**src/common/capture_pkg.sv**
```systemverilog
// Operation
// Mode 011 rising, 010 falling edge capture
// Modes 100/101 capture every 4th/16th rise
// Mode 001 both edges, interrupt each capture
// Modes 000 and 110 leave unit disabled
// Mode 111 rising edge wakes from Sleep/Idle
// Interrupt after 1st to 4th capture
// Time base select picks counter clock source
// Not-empty flag set while FIFO holds data
// Overflow flag shows capture overflow occurred
// Halt-in-idle stops unit during CPU Idle
// Cascade bit joins odd and even unit
// Odd gives low half, even high half
// Cascaded even unit follows odd unit's run
// Synchronous units held reset until source enabled
// Trigger select: wait trigger or synchronise
// Trigger status set on trigger; zero holds counter
// Sync source field selects sync/trigger source
// Comparator/converter/charge codes are trigger only
// Software disables source, drains FIFO first
// Software sets time base before enabling
// Software cascades even unit first, same settings
// Cascaded mode and interrupt taken from odd unit
// Counter counts up, wraps; capture pushes value
// FIFO holds four captured values
// Sync event resets counter to zero
// Software trigger starts on trigger status write
// Capture into full FIFO sets overflow, discarded
// Mode off flushes FIFO, flags and counters
package capture_pkg;

    // ==========================================================
    // Register map
    localparam logic [3:0]  CONTROL_ONE_OFFSET = 4'h0;
    localparam logic [3:0]  CONTROL_TWO_OFFSET = 4'h4;
    localparam logic [3:0]  FIFO_PORT_OFFSET   = 4'h8;
    localparam logic [3:0]  COUNTER_OFFSET     = 4'hC;
    localparam logic [15:0] CONTROL_ONE_RESET  = 16'h0000;
    localparam logic [15:0] CONTROL_TWO_RESET  = 16'h000D;

    // ==========================================================
    // Field codes
    localparam logic [2:0] MODE_OFF      = 3'h0;
    localparam logic [2:0] MODE_BOTH     = 3'h1;
    localparam logic [2:0] MODE_FALL     = 3'h2;
    localparam logic [2:0] MODE_RISE     = 3'h3;
    localparam logic [2:0] MODE_RISE_4   = 3'h4;
    localparam logic [2:0] MODE_RISE_16  = 3'h5;
    localparam logic [2:0] MODE_UNUSED   = 3'h6;
    localparam logic [2:0] MODE_WAKE     = 3'h7;
    localparam logic [3:0] PRESCALE_4_LAST  = 4'h3;
    localparam logic [3:0] PRESCALE_16_LAST = 4'hF;

    localparam logic [2:0] TB_TIMER3 = 3'h0;
    localparam logic [2:0] TB_TIMER2 = 3'h1;
    localparam logic [2:0] TB_TIMER4 = 3'h2;
    localparam logic [2:0] TB_TIMER5 = 3'h3;
    localparam logic [2:0] TB_TIMER1 = 3'h4;
    localparam logic [2:0] TB_SYSTEM = 3'h7;

    localparam logic [4:0] SYNC_NONE        = 5'h00;
    localparam logic [4:0] SYNC_TRIG_ONLY_LO = 5'h18;
    localparam logic [4:0] SYNC_TRIG_ONLY_HI = 5'h1C;

    localparam int FIFO_DEPTH_DEFAULT = 4;
    localparam int DATA_WIDTH         = 16;

    // ==========================================================
    // Register layouts
    typedef struct packed {
        logic [1:0] unused_15_14;
        logic       halt_in_idle;
        logic [2:0] timebase_select;
        logic [2:0] unused_9_7;
        logic [1:0] captures_per_irq;
        logic       capture_overflow_flag;
        logic       buffer_not_empty_flag;
        logic [2:0] capture_mode_select;
    } control_one_t;

    typedef struct packed {
        logic [6:0] unused_15_9;
        logic       cascade_enable;
        logic       trigger_or_sync_select;
        logic       trigger_running_status;
        logic       unused_5;
        logic [4:0] sync_source_select;
    } control_two_t;

endpackage : capture_pkg

```
**src/verilog/capture_fifo.sv**
```systemverilog
`timescale 1ns/1ps
module capture_fifo
    import capture_pkg::*;
#(
    parameter int WIDTH = DATA_WIDTH,
    parameter int DEPTH = FIFO_DEPTH_DEFAULT
) (
    input  wire logic             clk,
    input  wire logic             rst,
    input  wire logic             flush,
    input  wire logic             push,
    input  wire logic [WIDTH-1:0] push_data,
    input  wire logic             pop,
    output logic      [WIDTH-1:0] head,
    output logic                  empty,
    output logic                  full
);
    localparam int AW = (DEPTH > 1) ? $clog2(DEPTH) : 1;

    if (DEPTH < 2 || (1 << AW) != DEPTH) begin : g_check
        $error("capture_fifo: DEPTH must be a power of two, at least 2");
    end

    typedef struct packed {
        logic [DEPTH-1:0][WIDTH-1:0] mem;
        logic [AW-1:0]               rd_ptr;
        logic [AW-1:0]               wr_ptr;
        logic [AW:0]                 count;
    } fifo_state_t;

    fifo_state_t s_q;
    fifo_state_t s_d;
    logic        do_push;
    logic        do_pop;

    assign head  = s_q.mem[s_q.rd_ptr];
    assign empty = (s_q.count == '0);
    assign full  = (s_q.count == (AW+1)'(DEPTH));

    always_comb begin
        s_d     = s_q;
        do_pop  = pop && !empty;
        // Full refuses the push so queued entries stay intact
        do_push = push && !full;
        if (do_push) begin
            s_d.mem[s_q.wr_ptr] = push_data;
            s_d.wr_ptr          = s_q.wr_ptr + 1'b1;
        end
        if (do_pop) begin
            s_d.rd_ptr = s_q.rd_ptr + 1'b1;
        end
        case ({do_push, do_pop})
            2'b10:   s_d.count = s_q.count + 1'b1;
            2'b01:   s_d.count = s_q.count - 1'b1;
            default: s_d.count = s_q.count;
        endcase
        if (flush) begin
            s_d.rd_ptr = '0;
            s_d.wr_ptr = '0;
            s_d.count  = '0;
        end
    end

    always_ff @(posedge clk) begin
        if (rst) begin
            s_q <= '0;
        end else begin
            s_q <= s_d;
        end
    end

endmodule : capture_fifo

```
**src/verilog/capture_edge.sv**
```systemverilog
`timescale 1ns/1ps
module capture_edge
    import capture_pkg::*;
(
    input  wire logic       clk,
    input  wire logic       rst,
    input  wire logic       pin_raw,
    input  wire logic [2:0] mode,
    input  wire logic       clear,
    input  wire logic       armed,
    output logic            capture,
    output logic            rise
);
    typedef struct packed {
        logic       sync1;
        logic       sync2;
        logic       prev;
        logic [3:0] presc;
        logic       capture;
        logic       rise;
    } edge_state_t;

    edge_state_t s_q;
    edge_state_t s_d;
    logic        is_rise;
    logic        is_fall;

    assign capture = s_q.capture;
    assign rise    = s_q.rise;

    always_comb begin
        s_d         = s_q;
        s_d.sync1   = pin_raw;
        s_d.sync2   = s_q.sync1;
        s_d.prev    = s_q.sync2;
        is_rise     = s_q.sync2 && !s_q.prev;
        is_fall     = !s_q.sync2 && s_q.prev;
        s_d.rise    = is_rise;
        s_d.capture = 1'b0;
        if (armed) begin
            case (mode)
                MODE_BOTH:  s_d.capture = is_rise || is_fall;
                MODE_FALL:  s_d.capture = is_fall;
                MODE_RISE:  s_d.capture = is_rise;
                MODE_RISE_4, MODE_RISE_16: begin
                    if (is_rise) begin
                        if (s_q.presc == ((mode == MODE_RISE_4) ?
                                PRESCALE_4_LAST : PRESCALE_16_LAST)) begin
                            s_d.capture = 1'b1;
                            s_d.presc   = '0;
                        end else begin
                            s_d.presc = s_q.presc + 1'b1;
                        end
                    end
                end
                default:    s_d.capture = 1'b0;
            endcase
        end
        if (clear) begin
            s_d.presc = '0;
        end
    end

    always_ff @(posedge clk) begin
        if (rst) begin
            s_q <= '0;
        end else begin
            s_q <= s_d;
        end
    end

endmodule : capture_edge

```
**src/verilog/input_capture_fifo.sv**
```systemverilog
`timescale 1ns/1ps
module input_capture_fifo
    import capture_pkg::*;
#(
    parameter bit EVEN_UNIT  = 1'b0,
    parameter int FIFO_DEPTH = FIFO_DEPTH_DEFAULT
) (
    input  wire logic        CLOCK,
    input  wire logic        RST,
    input  wire logic [3:0]  ADDR,
    input  wire logic [15:0] WR_DATA,
    input  wire logic        WR_STROBE,
    input  wire logic        RD_STROBE,
    output logic      [15:0] RD_DATA,
    input  wire logic        CAPTURE_INPUT_PIN,
    input  wire logic [4:0]  TIMER_TICK,
    input  wire logic [31:0] SYNC_EVENT,
    input  wire logic [31:0] SYNC_SOURCE_ON,
    input  wire logic        CPU_IDLE,
    input  wire logic        CPU_SLEEP,
    input  wire logic        PEER_CAPTURE,
    input  wire logic        PEER_CARRY,
    input  wire logic        PEER_RUN,
    output logic             CAPTURE_IRQ,
    output logic             WAKE_IRQ,
    output logic             CAPTURE_OUT,
    output logic             CARRY_OUT,
    output logic             RUN_OUT
);

    // ==========================================================
    // Elaboration checks
    if (FIFO_DEPTH < 2) begin : g_check
        $error("input_capture_fifo: FIFO_DEPTH must be at least 2");
    end

    // ==========================================================
    // Helpers
    function automatic logic timebase_tick(
        input logic [2:0] sel,
        input logic [4:0] ticks
    );
        logic t;
        t = 1'b0;
        case (sel)
            TB_TIMER1: t = ticks[0];
            TB_TIMER2: t = ticks[1];
            TB_TIMER3: t = ticks[2];
            TB_TIMER4: t = ticks[3];
            TB_TIMER5: t = ticks[4];
            TB_SYSTEM: t = 1'b1;
            default:   t = 1'b0;
        endcase
        return t;
    endfunction : timebase_tick

    function automatic logic mode_capturing(input logic [2:0] m);
        logic r;
        r = 1'b0;
        case (m)
            MODE_BOTH, MODE_FALL, MODE_RISE,
            MODE_RISE_4, MODE_RISE_16: r = 1'b1;
            default:                   r = 1'b0;
        endcase
        return r;
    endfunction : mode_capturing

    function automatic logic trigger_only(input logic [4:0] sel);
        return (sel >= SYNC_TRIG_ONLY_LO) && (sel <= SYNC_TRIG_ONLY_HI);
    endfunction : trigger_only

    function automatic logic reg_hit(
        input logic       strobe,
        input logic [3:0] addr,
        input logic [3:0] offset
    );
        return strobe && (addr == offset);
    endfunction : reg_hit

    // ==========================================================
    // State
    typedef struct packed {
        control_one_t ctl1;
        control_two_t ctl2;
        logic [15:0]  counter;
        logic [1:0]   irq_count;
        logic         overflow;
        logic [15:0]  rd_data;
        logic         capture_irq;
        logic         wake_irq;
        logic         capture_out;
        logic         carry_out;
        logic         run_out;
    } unit_state_t;

    unit_state_t s_q;
    unit_state_t s_d;

    logic        edge_capture;
    logic        edge_rise;
    logic        fifo_empty;
    logic        fifo_full;
    logic [15:0] fifo_head;
    logic        fifo_push;
    logic        fifo_pop;
    logic        fifo_flush;

    logic        cascaded_even;
    logic        unit_on;
    logic        halted;
    logic        trig_mode;
    logic [4:0]  src_sel;
    logic        src_event;
    logic        src_on;
    logic        hold_clear;
    logic        tick;
    logic        capture_evt;
    logic        wrote_one;
    logic        wrote_two;

    // ==========================================================
    // Mode and time base decode
    always_comb begin
        // The even half of a pair takes its timing from the odd half
        cascaded_even = EVEN_UNIT && s_q.ctl2.cascade_enable;
        unit_on       = mode_capturing(s_q.ctl1.capture_mode_select);
        halted        = s_q.ctl1.halt_in_idle && CPU_IDLE;
        trig_mode     = s_q.ctl2.trigger_or_sync_select;
        src_sel       = s_q.ctl2.sync_source_select;
        src_event     = (src_sel != SYNC_NONE) && SYNC_EVENT[src_sel];
        src_on        = SYNC_SOURCE_ON[src_sel];
        if (cascaded_even) begin
            hold_clear = !PEER_RUN;
            tick       = PEER_CARRY;
        end else if (trig_mode) begin
            hold_clear = !s_q.ctl2.trigger_running_status;
            tick       = timebase_tick(s_q.ctl1.timebase_select,
                                       TIMER_TICK);
        end else begin
            // Until the sync source runs the counter stays in reset
            hold_clear = (src_sel != SYNC_NONE) && !src_on;
            tick       = timebase_tick(s_q.ctl1.timebase_select,
                                       TIMER_TICK);
        end
    end

    // ==========================================================
    // Edge detection and prescaler
    capture_edge u_edge (
        .clk     (CLOCK),
        .rst     (RST),
        .pin_raw (CAPTURE_INPUT_PIN),
        .mode    (s_q.ctl1.capture_mode_select),
        .clear   (s_q.ctl1.capture_mode_select == MODE_OFF),
        .armed   (unit_on && !hold_clear && !halted),
        .capture (edge_capture),
        .rise    (edge_rise)
    );

    // ==========================================================
    // Capture FIFO
    always_comb begin
        // Cascaded even unit samples on the odd unit's registered capture pulse, unless halted
        if (cascaded_even) begin
            capture_evt = PEER_CAPTURE && !halted;
        end else begin
            capture_evt = edge_capture && unit_on;
        end
        fifo_push  = capture_evt;
        fifo_pop   = reg_hit(RD_STROBE, ADDR, FIFO_PORT_OFFSET);
        fifo_flush = (s_q.ctl1.capture_mode_select == MODE_OFF) &&
                     !cascaded_even;
    end

    capture_fifo #(
        .WIDTH (DATA_WIDTH),
        .DEPTH (FIFO_DEPTH)
    ) u_fifo (
        .clk       (CLOCK),
        .rst       (RST),
        .flush     (fifo_flush),
        .push      (fifo_push),
        .push_data (s_q.counter),
        .pop       (fifo_pop),
        .head      (fifo_head),
        .empty     (fifo_empty),
        .full      (fifo_full)
    );

    // ==========================================================
    // Next state
    always_comb begin
        s_d       = s_q;
        wrote_one = reg_hit(WR_STROBE, ADDR, CONTROL_ONE_OFFSET);
        wrote_two = reg_hit(WR_STROBE, ADDR, CONTROL_TWO_OFFSET);

        // Writable fields only; flags are rebuilt on read
        if (wrote_one) begin
            s_d.ctl1.halt_in_idle        = WR_DATA[13];
            s_d.ctl1.timebase_select     = WR_DATA[12:10];
            s_d.ctl1.captures_per_irq    = WR_DATA[6:5];
            s_d.ctl1.capture_mode_select = WR_DATA[2:0];
        end
        if (wrote_two) begin
            s_d.ctl2.cascade_enable         = WR_DATA[8];
            s_d.ctl2.trigger_or_sync_select = WR_DATA[7];
            // Software may set or clear; start of soft trigger
            s_d.ctl2.trigger_running_status = WR_DATA[6];
            s_d.ctl2.sync_source_select     = WR_DATA[4:0];
        end
        // Hardware trigger wins over a clearing write
        if (trig_mode && src_event && !cascaded_even) begin
            s_d.ctl2.trigger_running_status = 1'b1;
        end

        // Counter
        s_d.carry_out = 1'b0;
        if (!unit_on && !cascaded_even) begin
            s_d.counter = '0;
        end else if (hold_clear) begin
            s_d.counter = '0;
        end else if (halted) begin
            s_d.counter = s_q.counter;
        end else if (!trig_mode && src_event &&
                     !trigger_only(src_sel) && !cascaded_even) begin
            // Comparator-class codes never reset a synced counter
            s_d.counter = '0;
        end else if (tick) begin
            s_d.counter   = s_q.counter + 16'h0001;
            s_d.carry_out = (s_q.counter == 16'hFFFF);
        end

        // Overflow is sticky until the unit is switched off
        if (capture_evt && fifo_full) begin
            s_d.overflow = 1'b1;
        end else if (fifo_flush) begin
            s_d.overflow = 1'b0;
        end

        // Interrupt pacing
        s_d.capture_irq = 1'b0;
        if (fifo_flush) begin
            s_d.irq_count = '0;
        end else if (capture_evt && !cascaded_even) begin
            if (s_q.ctl1.capture_mode_select == MODE_BOTH) begin
                s_d.capture_irq = 1'b1;
                s_d.irq_count   = '0;
            end else if (s_q.irq_count ==
                         s_q.ctl1.captures_per_irq) begin
                s_d.capture_irq = 1'b1;
                s_d.irq_count   = '0;
            end else begin
                s_d.irq_count = s_q.irq_count + 2'h1;
            end
        end

        // Wake source ignores every other setting
        s_d.wake_irq = (s_q.ctl1.capture_mode_select == MODE_WAKE) &&
                       edge_rise && (CPU_SLEEP || CPU_IDLE);

        s_d.capture_out = capture_evt;
        s_d.run_out     = unit_on && !hold_clear;

        // Read port: data stand only in the cycle after the strobe
        s_d.rd_data = 16'h0000;
        if (RD_STROBE) begin
            case (ADDR)
                CONTROL_ONE_OFFSET: begin
                    s_d.rd_data        = s_q.ctl1;
                    s_d.rd_data[15:14] = 2'h0;
                    s_d.rd_data[9:7]   = 3'h0;
                    s_d.rd_data[4]     = s_q.overflow;
                    s_d.rd_data[3]     = !fifo_empty;
                end
                CONTROL_TWO_OFFSET: begin
                    s_d.rd_data       = s_q.ctl2;
                    s_d.rd_data[15:9] = 7'h00;
                    s_d.rd_data[5]    = 1'b0;
                end
                FIFO_PORT_OFFSET: s_d.rd_data = fifo_head;
                COUNTER_OFFSET:   s_d.rd_data = s_q.counter;
                default:          s_d.rd_data = 16'h0000;
            endcase
        end
    end

    // ==========================================================
    // Registers
    always_ff @(posedge CLOCK) begin
        if (RST) begin
            s_q      <= '0;
            s_q.ctl1 <= CONTROL_ONE_RESET;
            s_q.ctl2 <= CONTROL_TWO_RESET;
        end else begin
            s_q <= s_d;
        end
    end

    // ==========================================================
    // Outputs
    assign RD_DATA     = s_q.rd_data;
    assign CAPTURE_IRQ = s_q.capture_irq;
    assign WAKE_IRQ    = s_q.wake_irq;
    assign CAPTURE_OUT = s_q.capture_out;
    assign CARRY_OUT   = s_q.carry_out;
    assign RUN_OUT     = s_q.run_out;

endmodule : input_capture_fifo

```
**config.mk**
```make
export PLATFORM = sky130hd
export DESIGN_NAME = input_capture_fifo
export DESIGN_NICKNAME = d
export VERILOG_FILES = /design/src/common/capture_pkg.sv /design/src/verilog/capture_fifo.sv /design/src/verilog/capture_edge.sv /design/src/verilog/input_capture_fifo.sv
export SDC_FILE = /design/constraint.sdc
export NUM_CORES = 1
export LEC_CHECK = 0
export BUFFER_PORTS_ARGS = -buffer_cell sky130_fd_sc_hd__buf_2
export CAP_MARGIN = 20
export CELL_PAD_IN_SITES_DETAIL_PLACEMENT = 2
export CELL_PAD_IN_SITES_GLOBAL_PLACEMENT = 2
export CORE_ASPECT_RATIO = 1.5
export CORE_MARGIN = 10
export CORE_UTILIZATION = 36
export DETAILED_ROUTE_END_ITERATION = 12
export MAX_ROUTING_LAYER = met4
export PLACE_DENSITY = 0.93
export SYNTH_ARGS = -nofsm -noshare
export SYNTH_HDL_FRONTEND = slang
export SYNTH_SLANG_ARGS = --single-unit
```
**constraint.sdc**
```tcl
create_clock -name CLOCK -period 5 [get_ports CLOCK]
set_input_delay 1 -clock CLOCK [delete_from_list [all_inputs] [get_ports CLOCK]]
set_output_delay 1 -clock CLOCK [all_outputs]
set_load 0.02 [all_outputs]
```
---- Word level (Yosys, flattened, before mapping) ----
Index checks and enable logic that the tools add are counted.
Widths: inputs -> output; s select.
cells by class
  add/sub/neg operators ................... 7
  magnitude comparators ................... 6
  eq/ne operators ......................... 20
  muxes and demuxes ....................... 29
  bitwise gates (word level) .............. 6
  reductions and logical operators ........ 52
operators with widths
  cell                   number
  $bwmux 64              1
  $mux 16                4
  $pmux 16 s4            1
  $bmux 16 s2            1
  $demux 16 s2           1
  $logic_and 1x1->1      21
  $eq 3x3->1 const B     6
  $add 16x1->16 const B  1
  $eq 16x16->1 const B   1
  $eq 3x2->1 const B     4
  $mux 1                 12
  $bmux 1 s5             2
  $logic_not 1->1        10
  $logic_not 3->1        3
  $eq 4x4->1 const B     2
  $mux 4                 2
  $reduce_bool 2->1      4
  $reduce_or 2->1        4
  $add 2x1->2 const B    3
  $eq 3x1->1 const B     2
  $lt 2x3->1 const B     2
  $lt 5x6->1 const B     1
  $not 1->1              6
  $pmux 1 s6             1
  22 further kinds       25
storage, ports and cells
  bits in registers ....................... 137
  bits of input ports ..................... 99
  output and inout bits ................... 21
  logic and storage cells ................. 150

---- Longest topological paths before layout ----
Gate-level depths: netlist of run 1.
  depth after elaboration ................. 10
  mapped depth ............................ 12
  gate-level depth less buffers ........... 10

---- Cells and area by module ----
A second synthesis of run 1 with hierarchy kept.
second synthesis, totals
  cell total of the unflattened synthesis .. 728
  area total of the unflattened synthesis .. 7116.8 um2
by module, submodules not included
  module              times used  cells each  area an instance (um2)  sequential area each (um2)
  capture_fifo        1           298         3358.2                  1421.4
  input_capture_fifo  1           384         3319.4                  1141.1
  capture_edge        1           46          439.2                   180.2

---- Worst setup path after synthesis of run 1 ----
No wires, ideal clock.
  path type ............................... input to register
  start point ............................. input ADDR[2]
  end point ............................... register u_fifo.s_q[2] (netlist name)
  setup time .............................. 70 ps
  arrival ................................. 3232 ps
  data required time ...................... 4930 ps
  setup slack ............................. 1697 ps
  stages .................................. 8
  buffers on the path ..................... 0
  cell sequence ........................... nor4b_1 -> and3_1 -> ha_1 -> inv_1 -> fa_1 -> xor2_1 -> or3_1 -> a21oi_1
on the way
  longest elaborated chain between the ends .. 5
  elaborated cells on any way between the ends .. 7
  classes of those cells .................. eq/ne (3); mux (1); reduce/logical (3)
ends and longest elaborated chain
  what                                             line                      RTL
  start, declared                                  input_capture_fifo.sv:10  input wire logic [3:0] ADDR,
  $eq 4x4->1 (*)                                   input_capture_fifo.sv:77  return strobe && (addr == offset);
  $logic_and 1x1->1 (*)                            input_capture_fifo.sv:77
  $logic_and 1x1->1 (*)                            capture_fifo.sv:42        do_pop = pop && !empty;
  net u_fifo.do_pop                                capture_fifo.sv:34        logic do_pop;
  $eq 2x1->1 or $eq 2x2->1 (tied branches)         capture_fifo.sv:52        case ({do_push, do_pop})
  $pmux 3 s2 or $reduce_bool 2->1 (tied branches)  -
  end signal, assigned                             capture_fifo.sv:66        s_q <= '0;
  end signal, assigned                             capture_fifo.sv:68        s_q <= s_d;
  end, declared                                    capture_fifo.sv:31        fifo_state_t s_q;
The timed path passes the listed nets; every way through them passes the cells marked *.
A chain may end at the register's enable or synchronous reset.

---- Worst setup path after layout of run 1 ----
  start point ............................. register s_q (netlist bit src_sel[0])
  end point ............................... register s_q[37] (netlist name)
on the way
  longest elaborated chain between the ends .. 7
  elaborated cells on any way between the ends .. 19
  classes of those cells .................. order compare (2); mux (6); reduce/logical (11)
ends and longest elaborated chain
  what                            line                       RTL
  start, declared                 input_capture_fifo.sv:96   unit_state_t s_q;
  $bmux 1 s5                      input_capture_fifo.sv:130  src_event = (src_sel != SYNC_NONE) && SYNC_EVENT[src_sel];
  $mux 1 (not written as such)    input_capture_fifo.sv:130
  $logic_and 1x1->1               input_capture_fifo.sv:130
  $logic_and 1x1->1 (2 in a row)  input_capture_fifo.sv:224  end else if (!trig_mode && src_event &&
  $reduce_bool 2->1 (no line)     -
  $reduce_and 2->1 (no line)      -
Parallel ways exist; a longest one is shown, timed or not. The select of a mux whose other input is x is not followed.

==> metrics.txt, run 1 <==
outcome completed; most frequent cells in the layout nand2_1, dfxtp_1, buf_2, a21oi_1, nor2_1; worst skew pair latency 0.44 ns; Seq. cell area 2743 µm²; Avg Inst Size Synth 8.539 µm²; number of placement rows between 60 and 70; Starting Density 36.51%; pwr dens roughly 330 nW/µm²; Mapped Cells approximately 790; Synth area leaders dfxtp_1, nand2_1, mux4_2, a21oi_1, mux2i_1; setup tns final 0 ns; DP Cell Count 1083; post-DP HPWL 19290 µm; Total GRT Usage a little over a quarter; CTS sink cnt 137; Cell Area, Synth 6771 µm²; via count between 6000 and 7000; Util after Layout 42.86%; routed wire length 32490 µm; Worst Tran Pin Value 1.149 ns; hold_ws 0.4379 ns; Slew Limit Fails 0; vias in the first global route 7628; M1 WL roughly 12000 µm; largest net degree at the start of global routing 90; critical path class reg2reg; max-cap violation count 0; crit path launch type flip-flop; post-synth top area share 40.50%; CP Max Fanout 22; # fillers 1995; Root Buffer clkbuf_16; RSZ-0062 raised after global routing false; crit share post-route between 70% and 80%; Warnings, synthesis 0; Primary FF master, synth dfxtp_1; hold_buf cts 0; antenna violations before repair 4; synthesis-to-layout area growth 17.39%; sequential fraction of the synthesis area 40.50%; share of cells above drive strength 1 between 20% and 30%; total power 2.587 mW; Yosys reg bits 137; Longest Clk Path Bufs 2; CTS tree done; WL/cell ~29 µm; number of synthesized flops with an enable pin 0; Via density 6.129; crit path DAT 3.93 ns; gpl congestion 0.8202; Simple-Gate Fraction of Synth Area 22.71%; residual DRC count 0; XOR/XNOR Fraction of Synth Area 2.328%; Fin. Hold Viols 0; Setup WS post-layout 1.349 ns; Met3 Routed Length around 2000 µm; main combinational cell family by area after synthesis simple AND/OR/NAND/NOR gates; Multi-input gate area 3571 µm²; DRT iter0 DRCs 757; total CTS buffers 17; ys async rst share 0%; Synth area leader dfxtp_1; dpl cell area 7322 µm²; HP Class reg2reg; DIE WIDTH around 130 µm; GRT overflow 0; WL met2 16790 µm; commonest non-fill, non-tap cell in the layout nand2_1; Port Buffers 113; Worst Path Required 5.28 ns; synth unique cells 58; drt first pass iters 7; worst relative slew slack 22.83%; maximum vdd drop around 0.0002 V; post_cts resized 0; core area 18550 µm²; complex-gate fraction of the synthesized area 13.88%; mux cell area share after synthesis 11.59%; syn_nets 902; first-pass GRT wire length 49260 µm; fin area 7949 µm²; Final Instance Count excl. Fillers 1120; Top Metal Used met4; crit path time final 3.651 ns; Max Fclk 273.9 MHz; CTS H-tree lvls 4; Post-CTS Setup Repair Bufs 0; die area 24810 µm²; nets@finish between 900 and 1000; final number of setup-violating endpoints 0; Setup crit end kind flip-flop; Die Y 188.0 µm; Detail Route Antenna Nets 0; IO Count 120; clk slew on worst S/H paths 0.06 ns; Leak 2.800 nW; dpl ws 1.459 ns; Synth Area in Adders 1.959%; Clock Skews 0.01217 ns
[state kept, by name, summed over array words and instances (netlist names)]
name and cells:
u_edge.s_q 5, u_edge.rise 1, trig_mode 1, RUN_OUT 1
RD_DATA 16, CARRY_OUT 1, u_edge.s_d 2, u_edge.capture 1
CAPTURE_IRQ 1, WAKE_IRQ 1, CAPTURE_OUT 1, u_fifo.s_q 71
s_q 30, src_sel 5
[per-layer routing]
| metal | global-route usage (%) | vias to the layer above |
|---|---|---|
| met3 | 5.618 | 129 |
| met2 | 45.77 | 388 |
| met1 | 26.50 | 3480 |
| met5 | - | - |
| li1 | - | 2868 |
| met4 | 15.45 | 0 |
[final cells by class]
type | count | area share, %
Antenna cell | 4 | 0.1259
Clock buffer | 19 | 5.698
Tap cell | 252 | 3.967
Multi-Input combinational cell | 555 | 44.92
Sequential cell | 137 | 34.50
Timing Repair Buffer | 122 | 7.965
Inverter | 18 | 0.8500
Clock inverter | 13 | 1.968
[synth_stat cells, types with 9 or more instances]
master,instances
nand2_1,172
nor2b_1,10
ha_1,9
a222oi_1,12
nor2_2,9
o21ai_0,11
dfxtp_1,137
clkbuf_1,49
inv_1,18
and3_1,14
a21oi_1,93
mux2i_1,21
nand4_1,12
nor2_1,40
buf_2,9
mux4_2,24
buf_4,18
nand3_1,26
xor2_1,14
[critical path, cell delays in order, from the launching register on]
cell       delay [ns]
dfxtp_1          1.04
mux4_2           0.40
nor2_1           0.09
o311ai_1         0.67
nand4_4          0.31
o2111ai_2        0.84
nor2_2           0.12
[path summary, 6_finish.rpt]
kind | start | endpoint | slack [ns] | cells past startpoint
max | src_sel[0]$_SDFFE_PP1P_ | s_q[37]$_SDFFE_PP0P_ | 1.35 | 6
min | u_edge.rise$_SDFF_PP0_ | WAKE_IRQ$_SDFF_PP0_ | 0.44 | 2
max reg2reg | src_sel[0]$_SDFFE_PP1P_ | s_q[37]$_SDFFE_PP0P_ | 1.35 | 6
min reg2reg | u_edge.rise$_SDFF_PP0_ | WAKE_IRQ$_SDFF_PP0_ | 0.44 | 2
[power by group]
part / switching, mW / total [mW] / leakage, nW / internal (mW)
Sequential: 0.00845 / 1.10 / 1.10 / 1.09
Clock: 0.574 / 1.35 / 0.294 / 0.776
Combinational: 0.0785 / 0.134 / 1.40 / 0.0555
Total: 0.661 / 2.59 / 2.80 / 1.93
[cells by family (layout without fill, tap and decap cells)]
| kind of cell | Yosys count | in the layout |
|---|---|---|
| buffers and inverters | 101 | 172 |
| and+or+nand+nor | 330 | 330 |
| AOI/OAI and AO/OA | 149 | 149 |
| adders and majority gates | 10 | 10 |
| muxes | 48 | 48 |
| xor gates and xnor gates | 18 | 18 |
| DFF | 137 | 137 |
| other | 0 | 4 |
No activity file was read; power rests on OpenSTA's default activity.
==> run 2: changes to the inputs <==
--- a/config.mk
+++ b/config.mk
@@ -11,10 +11,10 @@
 export CELL_PAD_IN_SITES_GLOBAL_PLACEMENT = 2
 export CORE_ASPECT_RATIO = 1.5
 export CORE_MARGIN = 10
-export CORE_UTILIZATION = 36
+export CORE_UTILIZATION = 33
 export DETAILED_ROUTE_END_ITERATION = 12
 export MAX_ROUTING_LAYER = met4
-export PLACE_DENSITY = 0.93
+export PLACE_DENSITY = 0.87
 export SYNTH_ARGS = -nofsm -noshare
 export SYNTH_HDL_FRONTEND = slang
 export SYNTH_SLANG_ARGS = --single-unit
==> constraint.sdc (replaced) <==
create_clock -name CLOCK -period 3.5 [get_ports CLOCK]
set_input_delay 0.7 -clock CLOCK [delete_from_list [all_inputs] [get_ports CLOCK]]
set_output_delay 0.7 -clock CLOCK [all_outputs]
set_load 0.02 [all_outputs]
==> run 2 against run 1 <==
Compared with the run above:
- sequential share of layout area decreased by 0.29 points
- critical path type unchanged
- global-route usage decreased by 2.9 points
- combinational power increased by 43%
- via count decreased by 2.7%
- largest cell class unchanged
- final cell count increased by 1.6%
- sequential power increased by 43%
- worst hold slack improved by 0.021 ns
- fmax increased by 15%
==> metrics.txt, run 2 (synthesized netlist as in run 1, its figures left out) <==
outcome completed; CTS H-tree lvls 4 (unchanged); DRT iter0 DRCs 561 (-26%); crit path launch type flip-flop; worst relative slew slack 30.81% (+8.0 points); crit path DAT 3.50 ns (-0.43 ns); number of placement rows 64 (+4.9%); power share of the combinational group 5.2% (about the same); share of cells above drive strength 1 23.83% (+0.79 points); pwr dens 457.0 nW/µm² (+40%); residual DRC count 0 (unchanged); nets@finish 969 (+0.94%); vias in the first global route 7660 (+0.42%); max FFs per register 71 (unchanged); DIE WIDTH 137.0 µm (+3.8%); hold_buf cts 0 (unchanged); post-DP HPWL 18090 µm (-6.2%); CTS tree done; maximum vdd drop 0.0003224 V (+65%); Worst Path Required 3.82 ns (-1.46 ns); CP Max Fanout 17 (-23%); Post-CTS Setup Repair Bufs 0 (unchanged); Longest Clk Path Bufs 2 (unchanged); total power 3.663 mW (+42%); die area 26770 µm² (+7.9%); Slew Limit Fails 0 (unchanged); setup tns final 0 ns (unchanged); critical path class reg2reg; Worst Tran Pin Value 1.035 ns (-0.1141 ns); dpl ws 0.5304 ns (-0.9281 ns); commonest non-fill, non-tap cell in the layout nand2_1; Clk pwr share 51.9% (-0.3 points); Setup WS post-layout 0.3245 ns (-1.025 ns); IO Count 120 (unchanged); total CTS buffers 17 (unchanged); Die Y 195.4 µm (+4.0%); worst reg-to-reg setup slack 0.32 ns (-1.02 ns); core area 20340 µm² (+9.7%); GRT overflow 0 (unchanged); crit path time final 3.175 ns (-0.4752 ns); most frequent cells in the layout nand2_1, dfxtp_1, buf_2, a21oi_1, nor2_1; Fin. Hold Viols 0 (unchanged); switching fraction of total power 25.49% (-0.064 points); largest net degree at the start of global routing 88 (-2.2%); reg2reg path depth 7 (+1); CP endpoint s_q[38]$_SDFFE_PP0P_; RSZ-0062 raised after global routing false; Total GRT Usage 23.31% (-2.9 points); HP Class reg2reg; # fillers 2231 (+12%); Leak 2.843 nW (+1.5%); gpl congestion 0.7987 (-2.6%); Most flops, register u_fifo.s_q; Multi-input gate area 3571 µm² (unchanged); worst skew pair latency 0.44 ns (about the same); via count 6679 (-2.7%); first-pass GRT wire length 46510 µm (-5.6%); final number of setup-violating endpoints 0 (unchanged); Via density 5.869 (-4.2%); Port Buffers 113 (unchanged); Cell Int Power 2.729 mW (+42%); WL/cell 26.78 µm (-7.7%); max-cap violation count 0 (unchanged); synthesis-to-layout area growth 18.37%; Max Fclk 314.9 MHz (+15%); Seq. cell area 2743 µm² (unchanged); share of power burned in registers 42.9% (+0.3 points); CP Launch Point src_sel[1]$_SDFFE_PP0P_; post_cts resized 0 (unchanged); P_sw 933.8 µW (+41%); Detail Route Antenna Nets 0 (unchanged); Root Buffer clkbuf_16; Setup crit end kind flip-flop; drt first pass iters 5 (-2); RR Startpoint src_sel[1]$_SDFFE_PP0P_; antenna violations before repair 1 (-3); CTS sink cnt 137 (unchanged); crit share post-route 90.73% (+18 points); routed wire length 30480 µm (-6.2%); Starting Density 33.29% (-3.2 points); reg2reg end s_q[38]$_SDFFE_PP0P_; Clock Skews 0.007378 ns (-0.004792 ns); clk slew on worst S/H paths 0.06 ns (about the same)
[run 2: cell types whose count changed in the layout (fill, tap and decap cells not counted)]
| cell | before | now |
|---|---|---|
| inv_6 | 6 | 5 |
| clkinv_2 | 0 | 1 |
| clkinv_4 | 2 | 3 |
| clkbuf_8 | 2 | 1 |
| diode_2 | 4 | 1 |
| buf_4 | 9 | 18 |
[run 2: worst min path at each step]
stage,start,end,slack (ns),cells past startpoint
finish,u_fifo.s_q[49]$_SDFFE_PP0P_,u_fifo.s_q[49]$_SDFFE_PP0P_,0.46,2
global placement,u_edge.s_d[7]$_SDFF_PP0_,u_edge.s_d[6]$_SDFF_PP0_,0.42,1
global route,CAPTURE_INPUT_PIN,u_edge.s_d[7]$_SDFF_PP0_,0.48,2
CTS,u_fifo.s_q[67]$_SDFFE_PP0P_,u_fifo.s_q[67]$_SDFFE_PP0P_,0.46,2
detailed placement,u_edge.rise$_SDFF_PP0_,WAKE_IRQ$_SDFF_PP0_,0.43,2
floorplan,u_edge.rise$_SDFF_PP0_,WAKE_IRQ$_SDFF_PP0_,0.40,2
[run 2: per-layer routing]
| layer | vias to the layer above | GRT usage (%) | part of all wire, % |
|---|---|---|---|
| met4 | 0 | 14.17 | 4.9 |
| met2 | 304 | 40.45 | 53 |
| met3 | 100 | 4.753 | 5.6 |
| li1 | 2895 | - | - |
| met1 | 3380 | 23.27 | 37 |
| met5 | - | - | 0 |
[run 2: area by class of cell]
class | instances | share of cell area [%]
antenna | 1 | 0.03122
multi-input combinational | 555 | 44.55
inverter | 18 | 0.8430
clock buffer | 18 | 5.479
sequential | 137 | 34.22
tap | 264 | 4.121
clock inverter | 14 | 2.014
timing repair buffer | 131 | 8.742
[run 2: power groups by stage]
stage / clock, mW / sequential, mW / combinational (mW)
3_5_place_dp: 0 / 1.61 / 0.178
6_report: 1.90 / 1.57 / 0.191
3_3_place_gp: 0 / 1.61 / 0.171
2_1_floorplan: 0 / 1.60 / 0.0927
5_1_grt: 1.99 / 1.57 / 0.203
4_1_cts: 1.92 / 1.57 / 0.188
[run 2: through the flow]
step / cell area (µm²) / utilization, % / hold slack (ns) / std cells
2_1_floorplan: 6771 / - / 0.4001 / 793
5_1_grt: 8015 / 39.41 / 0.4844 / 1138
3_3_place_gp: 7412 / 36.44 / 0.4191 / 1105
6_report: 8015 / 39.41 / 0.4585 / 1138
3_5_place_dp: 7412 / 36.44 / 0.4273 / 1105
4_1_cts: 8013 / 39.39 / 0.4589 / 1137
[run 2: critical path: stages, from the launching register on]
cell and delay, ns:
dfxtp_1 0.87, mux2i_1 0.23, mux4_2 0.61, a2111oi_4 0.44, nand4_4 0.24, o2111ai_2 0.26, buf_4 0.29, a21oi_1 0.08
==> run 3: changes to the inputs <==
--- a/config.mk
+++ b/config.mk
@@ -11,10 +11,10 @@
 export CELL_PAD_IN_SITES_GLOBAL_PLACEMENT = 2
 export CORE_ASPECT_RATIO = 1.5
 export CORE_MARGIN = 10
-export CORE_UTILIZATION = 33
+export CORE_UTILIZATION = 30
 export DETAILED_ROUTE_END_ITERATION = 12
 export MAX_ROUTING_LAYER = met4
-export PLACE_DENSITY = 0.87
+export PLACE_DENSITY = 0.84
 export SYNTH_ARGS = -nofsm -noshare
 export SYNTH_HDL_FRONTEND = slang
 export SYNTH_SLANG_ARGS = --single-unit
==> constraint.sdc (replaced) <==
create_clock -name CLOCK -period 2.85 [get_ports CLOCK]
set_input_delay 0.57 -clock CLOCK [delete_from_list [all_inputs] [get_ports CLOCK]]
set_output_delay 0.57 -clock CLOCK [all_outputs]
set_load 0.02 [all_outputs]
==> run 3 against run 2 <==
Compared with the run above:
- utilization shrank 2.9 points
- via count shrank 3.0%
- routed wire length shrank 7.1%
- final area grew 1.7%
- fmax grew 23%
- worst hold slack lost 0.11 ns
- sequential power grew 23%
- clock power grew 22%
- die area grew 8.7%
- critical path type unchanged
- largest cell class unchanged
- largest power group unchanged
==> metrics.txt, run 3 (synthesized netlist as in run 1, its figures left out) <==
Die Y 204.0 µm (+4.4%); RSZ-0062 raised after global routing false; hold_buf cts 0 (unchanged); residual DRC count 0 (unchanged); die area 29110 µm² (+8.7%); max-cap violation count 0 (unchanged); CTS sink cnt 137 (unchanged); DRT iter0 DRCs 469 (-16%); DP Cell Count 1131 (+2.4%); CTS H-tree lvls 4 (unchanged); CP Max Fanout 7 (-10); number of placement rows 67 (+4.7%); Fin. Hold Viols 0 (unchanged); crit path time final 2.592 ns (-0.5839 ns); RR Startpoint s_q[58]$_SDFFE_PP0P_; dpl ws 0.1599 ns (-0.3705 ns); Total GRT Usage 19.92% (-3.4 points); IO Count 120 (unchanged); largest net degree at the start of global routing 66 (-25%); Clock Skews 0.008399 ns (+0.001021 ns); CTS tree done; synthesis-to-layout area growth 20.33%; Worst Tran Pin Value 0.8794 ns (-0.1553 ns); drt first pass iters 7 (+2); gpl congestion 0.7956 (-0.39%); worst reg-to-reg setup slack 0.26 ns (-0.07 ns); Slew Limit Fails 0 (unchanged); most frequent cells in the layout nand2_1, dfxtp_1, buf_2, a21oi_1, nor2_1; final number of setup-violating endpoints 0 (unchanged); crit share post-route 90.93% (+0.21 points); clk slew on worst S/H paths 0.06 ns (about the same); first-pass GRT wire length 43740 µm (-6.0%); WL/cell 24.31 µm (-9.2%); worst skew pair latency 0.45 ns (about the same); core area 22300 µm² (+9.6%); HP Class in2reg; Root Buffer clkbuf_16; Max Fclk 385.9 MHz (+23%); dpl cell area 7541 µm² (+1.7%); Final Instance Count excl. Fillers 1165 (+2.4%); worst relative slew slack 40.92% (+10 points); antenna violations before repair 1 (unchanged); pwr dens 550.6 nW/µm² (+20%); post-DP HPWL 18370 µm (+1.6%); outcome completed; reg2reg path depth 10 (+3); DIE WIDTH 142.7 µm (+4.2%); Longest Clk Path Bufs 2 (unchanged); CP endpoint u_fifo.s_q[2]$_SDFFE_PP0P_; max FFs per register 71 (unchanged); critical path class reg2reg; crit path launch type flip-flop; Port Buffers 113 (unchanged); crit path DAT 2.96 ns (-0.54 ns); reg2reg end u_fifo.s_q[2]$_SDFFE_PP0P_; Detail Route Antenna Nets 0 (unchanged); Via density 5.562 (-5.2%); Leak 2.912 nW (+2.4%); Setup crit end kind flip-flop; maximum vdd drop 0.0003887 V (+21%); share of cells above drive strength 1 25.14% (+1.3 points); Setup WS post-layout 0.2584 ns (-0.06611 ns); GRT overflow 0 (unchanged); via count 6480 (-3.0%); Most flops, register u_fifo.s_q; fin area 8148 µm² (+1.7%); Starting Density 30.37% (-2.9 points); total CTS buffers 17 (unchanged); commonest non-fill, non-tap cell in the layout nand2_1; CP Launch Point s_q[58]$_SDFFE_PP0P_; nets@finish 983 (+1.4%); routed wire length 28320 µm (-7.1%); vias in the first global route 7277 (-5.0%); Worst Path Required 3.22 ns (-0.60 ns); setup tns final 0 ns (unchanged)
run 3: cell types whose count changed in the layout (fill, tap and decap cells not counted), sizes merged:
cell	change
clkinvlp	+2
buf	+14
bufinv	+1
clkinv	+2
clkbuf	-1
diode	+1
inv	-4
run 3: critical path: stages, from the launching register on:
cell and delay [ns]:
dfxtp_1 0.38, or3_1 0.41, nand3_1 0.16, a21oi_1 0.09, inv_1 0.11, ha_1 0.23
inv_1 0.09, fa_1 0.40, xor2_1 0.17, or3_1 0.32, a21oi_1 0.15
run 3: worst min-delay path by stage:
stage	startpoint	end	slack, ns	cells past startpoint
global route	CAPTURE_INPUT_PIN	u_edge.s_d[7]$_SDFF_PP0_	0.39	2
CTS	CAPTURE_INPUT_PIN	u_edge.s_d[7]$_SDFF_PP0_	0.35	2
floorplan	u_edge.rise$_SDFF_PP0_	WAKE_IRQ$_SDFF_PP0_	0.40	2
finish	CAPTURE_INPUT_PIN	u_edge.s_d[7]$_SDFF_PP0_	0.35	2
detailed placement	u_edge.rise$_SDFF_PP0_	WAKE_IRQ$_SDFF_PP0_	0.42	2
global placement	u_edge.rise$_SDFF_PP0_	WAKE_IRQ$_SDFF_PP0_	0.42	2
run 3: per-stage QoR:
step | power, mW | util, % | hold WS [ns]
4_1_cts | 4.515 | 36.51 | 0.3451
6_report | 4.486 | 36.54 | 0.3495
3_5_place_dp | 2.204 | 33.82 | 0.4217
5_1_grt | 4.606 | 36.53 | 0.3902
3_3_place_gp | 2.197 | 33.82 | 0.4160
2_1_floorplan | 2.081 | - | 0.4001
run 3: area by class of cell:
cell class	instances	area (µm²)
antenna	2	5.005
clock buffer	17	425.4
clock inverter	15	175.2
fill	2492	14150
inverter	18	67.56
multi-input combinational	555	3580
sequential	137	2744
tap	276	345.3
timing repair buffer	145	805.8
run 3: repair_timing:
item	4_1_cts	5_1_grt
buffers inserted	0	0
endpoints found under the setup margin	0	11
endpoints found under the hold margin	0	0
gates resized for setup	0	1
run 3: routing by layer:
metal | wire length (µm) | GRT usage [%] | vias up | part of all wire [%]
met3 | 1415 | 3.860 | 71 | 5.0
met5 | 0 | - | - | 0
li1 | - | - | 2910 | -
met4 | 1045 | 8.684 | 0 | 3.7
met2 | 15580 | 37.12 | 207 | 55
met1 | 10280 | 19.46 | 3292 | 36
run 3: power breakdown:
| part | switching [mW] | internal (mW) |
|---|---|---|
| sequential | 0.00948 | 1.92 |
| combinational | 0.133 | 0.106 |
| clock | 0.944 | 1.37 |
